File: src/rtl/idw_pkg.sv
// constants for the identify parameter word table: register map,
// word indices, fixed word values and cycle-time floors.
// assumes a 32-bit APB register bus and a 16-bit word stream.
package idw_pkg;
  // register byte offsets
  localparam logic [11:0] IDW_CTRL_OFS   = 12'h000;
  localparam logic [11:0] IDW_STAT_OFS   = 12'h004;
  localparam logic [11:0] IDW_DGEOM_OFS  = 12'h008;
  localparam logic [11:0] IDW_SPT_OFS    = 12'h00c;
  localparam logic [11:0] IDW_CGEOM_OFS  = 12'h010;
  localparam logic [11:0] IDW_TOTAL_OFS  = 12'h014;
  localparam logic [11:0] IDW_MULT_OFS   = 12'h018;
  localparam logic [11:0] IDW_MODE_OFS   = 12'h01c;
  localparam logic [11:0] IDW_DMAT_OFS   = 12'h020;
  localparam logic [11:0] IDW_PIOT_OFS   = 12'h024;
  localparam logic [11:0] IDW_STRL_OFS   = 12'h028;
  localparam logic [11:0] IDW_SATA_OFS   = 12'h02c;
  localparam logic [3:0]  IDW_STR_PAGE   = 4'h1;
  // string store: serial chars 0..19, model chars 20..59
  localparam int          IDW_SER_LEN    = 20;
  localparam int          IDW_MDL_LEN    = 40;
  localparam int          IDW_STR_LEN    = 60;
  // field positions
  localparam int          IDW_CTRL_START = 0;
  localparam int          IDW_MULT_CUR   = 8;
  localparam int          IDW_MODE_DMA   = 0;
  localparam int          IDW_MODE_SUP   = 1;
  localparam int          IDW_MODE_SEL   = 4;
  localparam int          IDW_STRL_MDL   = 8;
  // reset values
  localparam logic [31:0] IDW_MULT_RST   = 32'h0000_0001;
  localparam logic [31:0] IDW_MODE_RST   = 32'h0000_0007;
  localparam logic [31:0] IDW_DMAT_RST   = 32'h0078_0078;
  localparam logic [15:0] IDW_PIOT_RST   = 16'h0078;
  localparam logic [15:0] IDW_SATA_RST   = 16'h0006;
  localparam logic [15:0] IDW_SATA_MASK  = 16'h0706;
  // word indices
  localparam logic [7:0]  W_GENCFG = 8'd0;
  localparam logic [7:0]  W_DCYL   = 8'd1;
  localparam logic [7:0]  W_DHEAD  = 8'd3;
  localparam logic [7:0]  W_DSPT   = 8'd6;
  localparam logic [7:0]  W_TOTHI  = 8'd7;
  localparam logic [7:0]  W_TOTLO  = 8'd8;
  localparam logic [7:0]  W_SER0   = 8'd10;
  localparam logic [7:0]  W_SER9   = 8'd19;
  localparam logic [7:0]  W_MDL0   = 8'd27;
  localparam logic [7:0]  W_MDL19  = 8'd46;
  localparam logic [7:0]  W_MULTMX = 8'd47;
  localparam logic [7:0]  W_CAPS   = 8'd49;
  localparam logic [7:0]  W_CAPS2  = 8'd50;
  localparam logic [7:0]  W_PIOLEG = 8'd51;
  localparam logic [7:0]  W_VALID  = 8'd53;
  localparam logic [7:0]  W_CCYL   = 8'd54;
  localparam logic [7:0]  W_CHEAD  = 8'd55;
  localparam logic [7:0]  W_CSPT   = 8'd56;
  localparam logic [7:0]  W_CCAPLO = 8'd57;
  localparam logic [7:0]  W_CCAPHI = 8'd58;
  localparam logic [7:0]  W_MULTST = 8'd59;
  localparam logic [7:0]  W_LBALO  = 8'd60;
  localparam logic [7:0]  W_LBAHI  = 8'd61;
  localparam logic [7:0]  W_MDMA   = 8'd63;
  localparam logic [7:0]  W_APIO   = 8'd64;
  localparam logic [7:0]  W_DMAMIN = 8'd65;
  localparam logic [7:0]  W_DMAREC = 8'd66;
  localparam logic [7:0]  W_PIONF  = 8'd67;
  localparam logic [7:0]  W_PIOFC  = 8'd68;
  localparam logic [7:0]  W_SATA   = 8'd76;
  localparam logic [7:0]  W_LAST   = 8'd255;
  // fixed word contents
  localparam logic [15:0] IDW_GENCFG_VAL = 16'h045a;
  localparam logic [15:0] IDW_CAPS_BASE  = 16'h0e00;
  localparam logic [15:0] IDW_CAPS2_VAL  = 16'h4000;
  localparam logic [15:0] IDW_PIOLEG_VAL = 16'h0200;
  localparam logic [15:0] IDW_VALID_VAL  = 16'h0007;
  localparam logic [15:0] IDW_MULTMX_HI  = 16'h8000;
  localparam logic [15:0] IDW_MULTST_VLD = 16'h0100;
  localparam logic [15:0] IDW_APIO_VAL   = 16'h0003;
  localparam logic [7:0]  IDW_PAD        = 8'h20;
  // cycle-time floors in ns per mode
  localparam logic [15:0] IDW_MDMA0_NS   = 16'd480;
  localparam logic [15:0] IDW_MDMA1_NS   = 16'd150;
  localparam logic [15:0] IDW_MDMA2_NS   = 16'd120;
  localparam logic [15:0] IDW_PIO4_NS    = 16'd120;

  typedef enum logic [0:0] {IDW_IDLE, IDW_SEND} idw_state_e;
endpackage

File: src/rtl/idw_table.sv
// identify parameter word table with APB configuration registers.
// assumes a command decoder pulses identify_req_i and a link sink
// drains the word stream with a valid/ready handshake.
`timescale 1ns/100ps
module idw_table
  import idw_pkg::*;
(
  input  wire logic        clk_i,           // 20 MHz device clock
  input  wire logic        rst_n_i,         // async reset, active low
  input  wire logic        psel_i,          // apb select
  input  wire logic        penable_i,       // apb access phase
  input  wire logic        pwrite_i,        // apb write
  input  wire logic [11:0] paddr_i,         // apb byte address
  input  wire logic [31:0] pwdata_i,        // apb write data
  output logic      [31:0] prdata_o,        // apb read data
  output logic             pready_o,        // apb ready
  output logic             pslverr_o,       // apb error, unmapped
  input  wire logic        identify_req_i,  // start one table transfer
  output logic             word_valid_o,    // word on data is valid
  output logic      [15:0] word_data_o,     // parameter word
  output logic      [7:0]  word_index_o,    // index of that word
  output logic             word_last_o,     // word 255 on the bus
  input  wire logic        word_ready_i,    // sink takes the word
  output logic             busy_o           // transfer in progress
);

  // configuration state
  logic [15:0] dcyl_reg;
  logic [15:0] dhead_reg;
  logic [15:0] dspt_reg;
  logic [15:0] cspt_reg;
  logic [15:0] ccyl_reg;
  logic [15:0] chead_reg;
  logic [31:0] total_reg;
  logic [7:0]  multmx_reg;
  logic        multcur_reg;
  logic        dma_en_reg;
  logic [1:0]  mdma_sup_reg;
  logic [1:0]  mdma_sel_reg;
  logic [15:0] dmamin_reg;
  logic [15:0] dmarec_reg;
  logic [15:0] pionf_reg;
  logic [4:0]  ser_len_reg;
  logic [5:0]  mdl_len_reg;
  logic [15:0] sata_reg;
  logic [7:0]  str_mem [0:IDW_STR_LEN-1];

  // stream state
  idw_state_e  state_reg;
  logic [7:0]  idx_reg;
  logic [15:0] data_reg;

  // apb decode
  logic        setup;
  logic        wr_acc;
  logic        str_hit;
  logic [5:0]  str_idx;
  logic        reg_hit;
  logic        start;
  logic        fire;
  logic [7:0]  idx_next;

  assign setup   = psel_i & ~penable_i;
  assign wr_acc  = psel_i & penable_i & pwrite_i;
  assign str_idx = paddr_i[7:2];
  assign str_hit = (paddr_i[11:8] == IDW_STR_PAGE) && (str_idx < 6'(IDW_STR_LEN));
  assign pready_o = psel_i & penable_i;  // zero wait states

  // register offsets that answer without error
  always_comb begin
    case ({paddr_i[11:2], 2'b00})
      IDW_CTRL_OFS, IDW_STAT_OFS, IDW_DGEOM_OFS, IDW_SPT_OFS,
      IDW_CGEOM_OFS, IDW_TOTAL_OFS, IDW_MULT_OFS, IDW_MODE_OFS,
      IDW_DMAT_OFS, IDW_PIOT_OFS, IDW_STRL_OFS, IDW_SATA_OFS: reg_hit = 1'b1;
      default: reg_hit = 1'b0;
    endcase
  end

  // derived values
  logic [47:0] ccap_full;
  logic [31:0] ccap;
  logic [15:0] dma_floor;
  logic [15:0] dmamin_eff;
  logic [15:0] dmarec_eff;
  logic [15:0] pionf_eff;
  logic [1:0]  sel_eff;
  logic [7:0]  mdma_sel_bits;
  logic [7:0]  mdma_sup_bits;

  // truncated to 32 bits; geometry tables never exceed that
  assign ccap_full = {32'h0, ccyl_reg} * {32'h0, chead_reg} * {32'h0, cspt_reg};
  assign ccap      = ccap_full[31:0];

  // timing words clamped so software cannot report illegal values
  always_comb begin
    case (mdma_sup_reg)
      2'd3:    dma_floor = IDW_MDMA2_NS;
      2'd2:    dma_floor = IDW_MDMA1_NS;
      2'd1:    dma_floor = IDW_MDMA0_NS;
      default: dma_floor = 16'h0000;
    endcase
  end
  assign dmamin_eff = (mdma_sup_reg == 2'd0) ? 16'h0000 :
                      (dmamin_reg < dma_floor) ? dma_floor : dmamin_reg;
  assign dmarec_eff = (mdma_sup_reg == 2'd0) ? 16'h0000 :
                      (dmarec_reg < dmamin_eff) ? dmamin_eff : dmarec_reg;
  assign pionf_eff  = (pionf_reg < IDW_PIO4_NS) ? IDW_PIO4_NS : pionf_reg;

  // a selection above the supported mode shows no selection at all
  assign sel_eff = (mdma_sel_reg <= mdma_sup_reg) ? mdma_sel_reg : 2'd0;
  always_comb begin
    case (sel_eff)
      2'd1:    mdma_sel_bits = 8'h01;
      2'd2:    mdma_sel_bits = 8'h02;
      2'd3:    mdma_sel_bits = 8'h04;
      default: mdma_sel_bits = 8'h00;
    endcase
    case (mdma_sup_reg)
      2'd1:    mdma_sup_bits = 8'h01;
      2'd2:    mdma_sup_bits = 8'h03;
      2'd3:    mdma_sup_bits = 8'h07;
      default: mdma_sup_bits = 8'h00;
    endcase
  end

  // serial char p of 20, right justified
  function automatic logic [7:0] ser_char(input logic [5:0] p);
    logic [5:0] off;
    off = 6'(IDW_SER_LEN) - {1'b0, ser_len_reg};
    if (p < off) begin
      ser_char = IDW_PAD;
    end else begin
      ser_char = str_mem[p - off];
    end
  endfunction

  // model char p of 40, left justified
  function automatic logic [7:0] mdl_char(input logic [5:0] p);
    if (p < mdl_len_reg) begin
      mdl_char = str_mem[6'(IDW_SER_LEN) + p];
    end else begin
      mdl_char = IDW_PAD;
    end
  endfunction

  // content of word i; first char of a pair in the high byte
  function automatic logic [15:0] id_word(input logic [7:0] i);
    logic [5:0] p;
    p = 6'h00;
    id_word = 16'h0000;
    if (i >= W_SER0 && i <= W_SER9) begin
      p = 6'(i - W_SER0) << 1;
      id_word = {ser_char(p), ser_char(p + 6'd1)};
    end else if (i >= W_MDL0 && i <= W_MDL19) begin
      p = 6'(i - W_MDL0) << 1;
      id_word = {mdl_char(p), mdl_char(p + 6'd1)};
    end else begin
      case (i)
        W_GENCFG: id_word = IDW_GENCFG_VAL;
        W_DCYL:   id_word = dcyl_reg;
        W_DHEAD:  id_word = dhead_reg;
        W_DSPT:   id_word = dspt_reg;
        W_TOTHI:  id_word = total_reg[31:16];
        W_TOTLO:  id_word = total_reg[15:0];
        W_MULTMX: id_word = IDW_MULTMX_HI | {8'h00, multmx_reg};
        W_CAPS:   id_word = IDW_CAPS_BASE | {7'h00, dma_en_reg, 8'h00};
        W_CAPS2:  id_word = IDW_CAPS2_VAL;
        W_PIOLEG: id_word = IDW_PIOLEG_VAL;
        W_VALID:  id_word = IDW_VALID_VAL;
        W_CCYL:   id_word = ccyl_reg;
        W_CHEAD:  id_word = chead_reg;
        W_CSPT:   id_word = cspt_reg;
        W_CCAPLO: id_word = ccap[15:0];
        W_CCAPHI: id_word = ccap[31:16];
        W_MULTST: id_word = IDW_MULTST_VLD | {15'h0000, multcur_reg};
        W_LBALO:  id_word = total_reg[15:0];
        W_LBAHI:  id_word = total_reg[31:16];
        W_MDMA:   id_word = {mdma_sel_bits, mdma_sup_bits};
        W_APIO:   id_word = IDW_APIO_VAL;
        W_DMAMIN: id_word = dmamin_eff;
        W_DMAREC: id_word = dmarec_eff;
        W_PIONF:  id_word = pionf_eff;
        W_PIOFC:  id_word = IDW_PIO4_NS;
        W_SATA:   id_word = sata_reg & IDW_SATA_MASK;
        default:  id_word = 16'h0000;
      endcase
    end
  endfunction

  // apb register writes
  always_ff @(posedge clk_i or negedge rst_n_i) begin
    if (!rst_n_i) begin
      dcyl_reg     <= 16'h0000;
      dhead_reg    <= 16'h0000;
      dspt_reg     <= 16'h0000;
      cspt_reg     <= 16'h0000;
      ccyl_reg     <= 16'h0000;
      chead_reg    <= 16'h0000;
      total_reg    <= 32'h0000_0000;
      multmx_reg   <= IDW_MULT_RST[7:0];
      multcur_reg  <= IDW_MULT_RST[IDW_MULT_CUR];
      dma_en_reg   <= IDW_MODE_RST[IDW_MODE_DMA];
      mdma_sup_reg <= IDW_MODE_RST[IDW_MODE_SUP +: 2];
      mdma_sel_reg <= IDW_MODE_RST[IDW_MODE_SEL +: 2];
      dmamin_reg   <= IDW_DMAT_RST[15:0];
      dmarec_reg   <= IDW_DMAT_RST[31:16];
      pionf_reg    <= IDW_PIOT_RST;
      ser_len_reg  <= 5'h00;
      mdl_len_reg  <= 6'h00;
      sata_reg     <= IDW_SATA_RST;
    end else if (wr_acc) begin
      case ({paddr_i[11:2], 2'b00})
        IDW_DGEOM_OFS: begin
          dcyl_reg  <= pwdata_i[15:0];
          dhead_reg <= pwdata_i[31:16];
        end
        IDW_SPT_OFS: begin
          dspt_reg <= pwdata_i[15:0];
          cspt_reg <= pwdata_i[31:16];
        end
        IDW_CGEOM_OFS: begin
          ccyl_reg  <= pwdata_i[15:0];
          chead_reg <= pwdata_i[31:16];
        end
        IDW_TOTAL_OFS: total_reg <= pwdata_i;
        IDW_MULT_OFS: begin
          multmx_reg  <= pwdata_i[7:0];
          multcur_reg <= pwdata_i[IDW_MULT_CUR];  // only 0 or 1 can be stored
        end
        IDW_MODE_OFS: begin
          dma_en_reg   <= pwdata_i[IDW_MODE_DMA];
          mdma_sup_reg <= pwdata_i[IDW_MODE_SUP +: 2];
          mdma_sel_reg <= pwdata_i[IDW_MODE_SEL +: 2];
        end
        IDW_DMAT_OFS: begin
          dmamin_reg <= pwdata_i[15:0];
          dmarec_reg <= pwdata_i[31:16];
        end
        IDW_PIOT_OFS: pionf_reg <= pwdata_i[15:0];
        IDW_STRL_OFS: begin
          // lengths saturate at the field size
          ser_len_reg <= (pwdata_i[4:0] > 5'd20) ? 5'd20 : pwdata_i[4:0];
          mdl_len_reg <= (pwdata_i[IDW_STRL_MDL +: 6] > 6'd40) ? 6'd40 :
                         pwdata_i[IDW_STRL_MDL +: 6];
        end
        IDW_SATA_OFS: sata_reg <= pwdata_i[15:0] & IDW_SATA_MASK;
        default: ;
      endcase
    end
  end

  // string store, one char per word in the low byte; no reset needed
  always_ff @(posedge clk_i) begin
    if (wr_acc && str_hit) begin
      str_mem[str_idx] <= pwdata_i[7:0];
    end
  end

  // read data and error captured in setup, shown during access
  always_ff @(posedge clk_i or negedge rst_n_i) begin
    if (!rst_n_i) begin
      prdata_o  <= 32'h0000_0000;
      pslverr_o <= 1'b0;
    end else if (setup) begin
      pslverr_o <= ~(reg_hit | str_hit);
      prdata_o  <= 32'h0000_0000;
      if (str_hit) begin
        prdata_o <= {24'h000000, str_mem[str_idx]};
      end else if (!pwrite_i) begin
        case ({paddr_i[11:2], 2'b00})
          IDW_STAT_OFS:  prdata_o <= {15'h0000, word_valid_o, idx_reg, 7'h00, busy_o};
          IDW_DGEOM_OFS: prdata_o <= {dhead_reg, dcyl_reg};
          IDW_SPT_OFS:   prdata_o <= {cspt_reg, dspt_reg};
          IDW_CGEOM_OFS: prdata_o <= {chead_reg, ccyl_reg};
          IDW_TOTAL_OFS: prdata_o <= total_reg;
          IDW_MULT_OFS:  prdata_o <= {23'h000000, multcur_reg, multmx_reg};
          IDW_MODE_OFS:  prdata_o <= {26'h0000000, mdma_sel_reg, 1'b0, mdma_sup_reg, dma_en_reg};
          IDW_DMAT_OFS:  prdata_o <= {dmarec_reg, dmamin_reg};
          IDW_PIOT_OFS:  prdata_o <= {16'h0000, pionf_reg};
          IDW_STRL_OFS:  prdata_o <= {18'h00000, mdl_len_reg, 3'h0, ser_len_reg};
          IDW_SATA_OFS:  prdata_o <= {16'h0000, sata_reg};
          default:       prdata_o <= 32'h0000_0000;
        endcase
      end
    end
  end

  // a start is ignored while a transfer runs
  assign start = (state_reg == IDW_IDLE) &&
                 (identify_req_i || (wr_acc && ({paddr_i[11:2], 2'b00} == IDW_CTRL_OFS) &&
                  pwdata_i[IDW_CTRL_START]));
  assign fire     = word_valid_o & word_ready_i;
  assign idx_next = idx_reg + 8'd1;

  // stream sequencer: words 0..255 in order, data held until taken
  always_ff @(posedge clk_i or negedge rst_n_i) begin
    if (!rst_n_i) begin
      state_reg <= IDW_IDLE;
      idx_reg   <= 8'h00;
      data_reg  <= 16'h0000;
    end else begin
      case (state_reg)
        IDW_IDLE: begin
          if (start) begin
            state_reg <= IDW_SEND;
            idx_reg   <= W_GENCFG;
            data_reg  <= id_word(W_GENCFG);
          end
        end
        IDW_SEND: begin
          if (fire) begin
            if (idx_reg == W_LAST) begin
              state_reg <= IDW_IDLE;
              idx_reg   <= 8'h00;
            end else begin
              idx_reg  <= idx_next;
              data_reg <= id_word(idx_next);
            end
          end
        end
        default: state_reg <= IDW_IDLE;
      endcase
    end
  end

  assign word_valid_o = (state_reg == IDW_SEND);
  assign word_data_o  = data_reg;
  assign word_index_o = idx_reg;
  assign word_last_o  = word_valid_o && (idx_reg == W_LAST);
  assign busy_o       = word_valid_o;

endmodule

File: config.mk
export PLATFORM = sky130hd
export DESIGN_NAME = idw_table
export DESIGN_NICKNAME = d
export VERILOG_FILES = /design/src/rtl/idw_pkg.sv /design/src/rtl/idw_table.sv
export SDC_FILE = /design/constraint.sdc
export NUM_CORES = 2
export LEC_CHECK = 0
export ABC_AREA = 1
export BUFFER_PORTS_ARGS = -buffer_cell sky130_fd_sc_hd__buf_4
export CELL_PAD_IN_SITES_DETAIL_PLACEMENT = 0
export CELL_PAD_IN_SITES_GLOBAL_PLACEMENT = 1
export CORE_MARGIN = 2
export CORE_UTILIZATION = 35
export DETAILED_ROUTE_END_ITERATION = 8
export HOLD_SLACK_MARGIN = 0.03
export PLACE_DENSITY = 0.73
export SLEW_MARGIN = 20
export SYNTH_ARGS = -nofsm -noshare
export SYNTH_HDL_FRONTEND = slang
export SYNTH_SLANG_ARGS = --single-unit
File: constraint.sdc
create_clock -name clk_i -period 16.2 [get_ports clk_i]
set_clock_uncertainty 0.1 [all_clocks]
set_input_delay 3.24 -clock clk_i [delete_from_list [all_inputs] [get_ports clk_i]]
set_output_delay 3.24 -clock clk_i [all_outputs]
set_load 0.02 [all_outputs]
==> flow_metrics.py <==
metrics = {
    "run_status": {
        "outcome": "completed",
    },
    "placement": {
        "place.gp.congestion": 1.02,
        "place_ws_ns": 3.70,
        "dpl.cell_count": 10800,
        "post-dp-hpwl_um": 226000,
        "portBuffers": 109,
    },
    "synth": {
        "syn_inst": 8560,
        "synth_cell_type_count": 69,
        "avgSynthCellArea_um2": 7.82,
        "synth_edf_count": 480,
        "syn_area_um2": 66900,
        "synth_top_area_share_pct": 21.5,
        "synthFlopType": "edfxtp_1",
        "synth_top_area_cell": "edfxtp_1",
        "yosys_warnings": 0,
        "synth_compound_gate_area_share_pct": 20.4,
        "synthXorXnorAreaFrac_pct": 0.533,
        "yosys.area_share.simple_pct": 17.2,
        "synth_fa_ha_area_share_pct": 19.1,
        "synth_top_family_by_area": "compound AO/OA/AOI/OAI gates",
        "muxShareOfSynthArea_pct": 0.0598,
        "syn_nets": 9333,
        "yosysSeqAreaShare_pct": 31.4,
        "synth_common_cells": "1798 x nand2_1, 1426 x inv_1, 759 x o21ai_0",
        "synthArstFlopShare_pct": 35.5,
        "ys_ff_latch": 744,
        "synth.most_common_cell": "nand2_1",
        "yosys-top-cells-area": "edfxtp_1 22%, fa_1 15%, nand2_1 10%, dfrtp_1 9.2%, inv_1 8.0%",
    },
    "routing": {
        "drt_iter0_markers": 8881,
        "drcViolationCount": 0,
        "ant_nets": 0,
        "wl_um": 320000,
        "drt-pass1-iter-count": 6,
        "via_per_inst": 5.93,
        "vias": 65300,
        "wl_per_cell_um": 29.1,
    },
    "finish": {
        "drive_gt1_share_pct": 7.18,
        "num-nets-final": 9195,
        "area.growth.synth_to_final_pct": 9.98,
        "layout.cells.non_filler": 11000,
        "final-seq-area_um2": 21100,
        "multi_input_area_um2": 38600,
        "largest_reg_flops": 480,
        "fillers": 19600,
        "post-route-util_pct": 38.7,
    },
    "timing": {
        "rsz0062_at_grt": "no",
        "setup_viol": 0,
        "max_freq_mhz": 79.6,
        "setup_ws_ns": 3.64,
        "fin_tns_setup_ns": 0,
        "period_share_pct": 77.5,
        "hold_viol": 0,
        "worst_pin_slew_ns": 1.23,
        "relSlewSlack_pct": 17.5,
        "slew_viol_final": 0,
        "final.min_clock_period_ns": 12.56,
    },
    "worst_setup_path": {
        "worstSetupStartpoint": "chead_reg[2]",
        "crit_fanout": 18,
        "rr_worst_depth": 43,
        "required_ns": 16.71,
        "critPathTopFamily": "adder cells",
        "r2r_slack_ns": 3.64,
        "slowest_stage": "dfrtp_1",
        "path_buf_inv": 8,
        "path_class": "reg -> reg",
        "critPathCaptureType": "flop",
        "timing.rr.start": "chead_reg[2]",
        "critPathLaunchType": "flop",
        "crit_arrival_ns": 13.07,
        "rr_endpoint": "word_data_o[14]",
        "critical-path-top-cell-by-count": "fa_1",
        "critPathMaxStageDelay_ns": 0.83,
    },
    "global_routing": {
        "top_usage_layer": "met2",
        "grt_pass1_vias": 63100,
        "grt_overflow": 0,
        "grt_antenna_before_repair": 10,
        "grt_max_degree": 155,
        "use_met3_pct": 6.70,
        "use_met2_pct": 50.9,
        "grt_use_met1_pct": 40.3,
        "grt_pass1_wl_um": 457000,
        "track_usage_pct": 32.5,
    },
    "cts": {
        "cts.clk_slew.worst_paths_ns": 0.07,
        "postCtsHoldBufs": 0,
        "clk_latency_ns": 0.74,
        "cts-buffers-inserted": 88,
        "cts.repair.resized": 0,
        "cts_setup_buffers": 0,
        "cts_tree": "yes",
        "cts.sinks": 744,
        "clockRootBuffer": "clkbuf_16",
        "htreeDepth": 3,
        "clockBufferDepth": 3,
    },
    "worst_hold_path": {
        "hp-start": "dspt_reg[10]",
        "hold_end": "dspt_reg[10]",
        "min_path_cells": 2,
        "hold_class": "reg -> reg",
    },
    "floorplanning": {
        "pin_count": 112,
        "die-width_um": 441,
        "start_util_pct": 35.2,
        "die_h_um": 441,
        "rows": 160,
        "coreArea_um2": 190000,
        "dieArea_um2": 195000,
    },
    "power_and_ir_drop": {
        "total_power_w": 0.0101,
        "ir_drop_uv": 264,
        "leakagePower_nw": 31.3,
        "powerDensity_nw_per_um2": 138,
    },
    "run": {
        "drv_cap": 0,
    },
}
[kinds of logic (layout without fill, tap and decap cells)]
group	count (synthesis)	count (layout)
mux	4	4
fa+ha+maj	722	722
flops	744	744
simple gates	2830	2830
compound gates	2218	2218
buf+inv	2003	1937
xor+xnor	39	39
other cells	0	3
[layout by cell type, fill, tap and decap left out, drive strengths merged, types with 5 or more instances in the layout]
cell type  Yosys  layout
a22o          12      12
nor4          28      28
edfxtp       480     480
dfstp         18      18
xnor2          9       9
buf          110     305
ha           223     223
o31ai         12      12
clkbuf       423     107
a41oi          5       5
a22oi        124     124
o2111ai       11      11
or2           12      12
a32o          18      18
nor3          44      44
a211oi        26      26
a2111oi        5       5
nand3        273     273
o211ai       115     115
a21o           7       7
o22ai        198     198
dfrtp        246     246
nand4         41      41
nand3b         8       8
xor2          30      30
o221ai       178     178
o311ai        57      57
inv         1453    1459
a21oi        530     530
clkinv        17      53
o21a          10      10
o21ai        779     779
a31oi         23      23
a221oi        91      91
nor2         600     600
clkinvlp       0       6
fa           499     499
bufinv         0       7
nand2       1820    1820
[through the flow]
stage | area [um2] | hold slack [ns]
floorplan | 66900 | 0.353
global placement | 70600 | 0.367
detailed placement | 70600 | 0.371
CTS | 73600 | 0.389
global route | 73600 | 0.399
finish | 73600 | 0.384
[tightest hold or removal path, stage by stage, from the launching register on]
cell	delay [ns]
dfrtp_1	0.34
nand2_1	0.05
o21ai_0	0.06
[power by group]
part	internal, W	total, W	switching [W]
Combinational	0.00124	0.00596	0.00472
Sequential	0.00205	0.00210	0.0000484
Clock	0.00117	0.00207	0.000904
Total	0.00446	0.0101	0.00567
[metal layers]
layer	up-vias	wire length, um	share of wire, %
met5	-	79	0.025
met4	12	26300	8.2
met3	1025	31400	9.8
met2	4248	141000	44
met1	31700	121000	38
li1	28300	-	-
[final cells by class]
| class | count | share of cell area (%) |
|---|---|---|
| Antenna cell | 3 | 0.0102 |
| Clock buffer | 107 | 3.24 |
| Clock inverter | 55 | 0.733 |
| Inverter | 1470 | 7.52 |
| Multi-Input combinational cell | 5813 | 52.4 |
| Sequential cell | 744 | 28.6 |
| Tap cell | 2511 | 4.27 |
| Timing Repair Buffer | 305 | 3.19 |
[worst max path at each step]
| stage | endpoint | slack, ns | depth (start not counted) |
|---|---|---|---|
| finish | word_data_o[14] | 3.64 | 43 |
| CTS | word_data_o[14] | 3.63 | 43 |
| global placement | word_data_o[14] | 3.74 | 43 |
| detailed placement | word_data_o[14] | 3.70 | 43 |
| floorplan | word_data_o[14] | 5.67 | 48 |
| global route | word_data_o[14] | 2.83 | 45 |
Note: power is estimated with default switching activity, not from simulation.
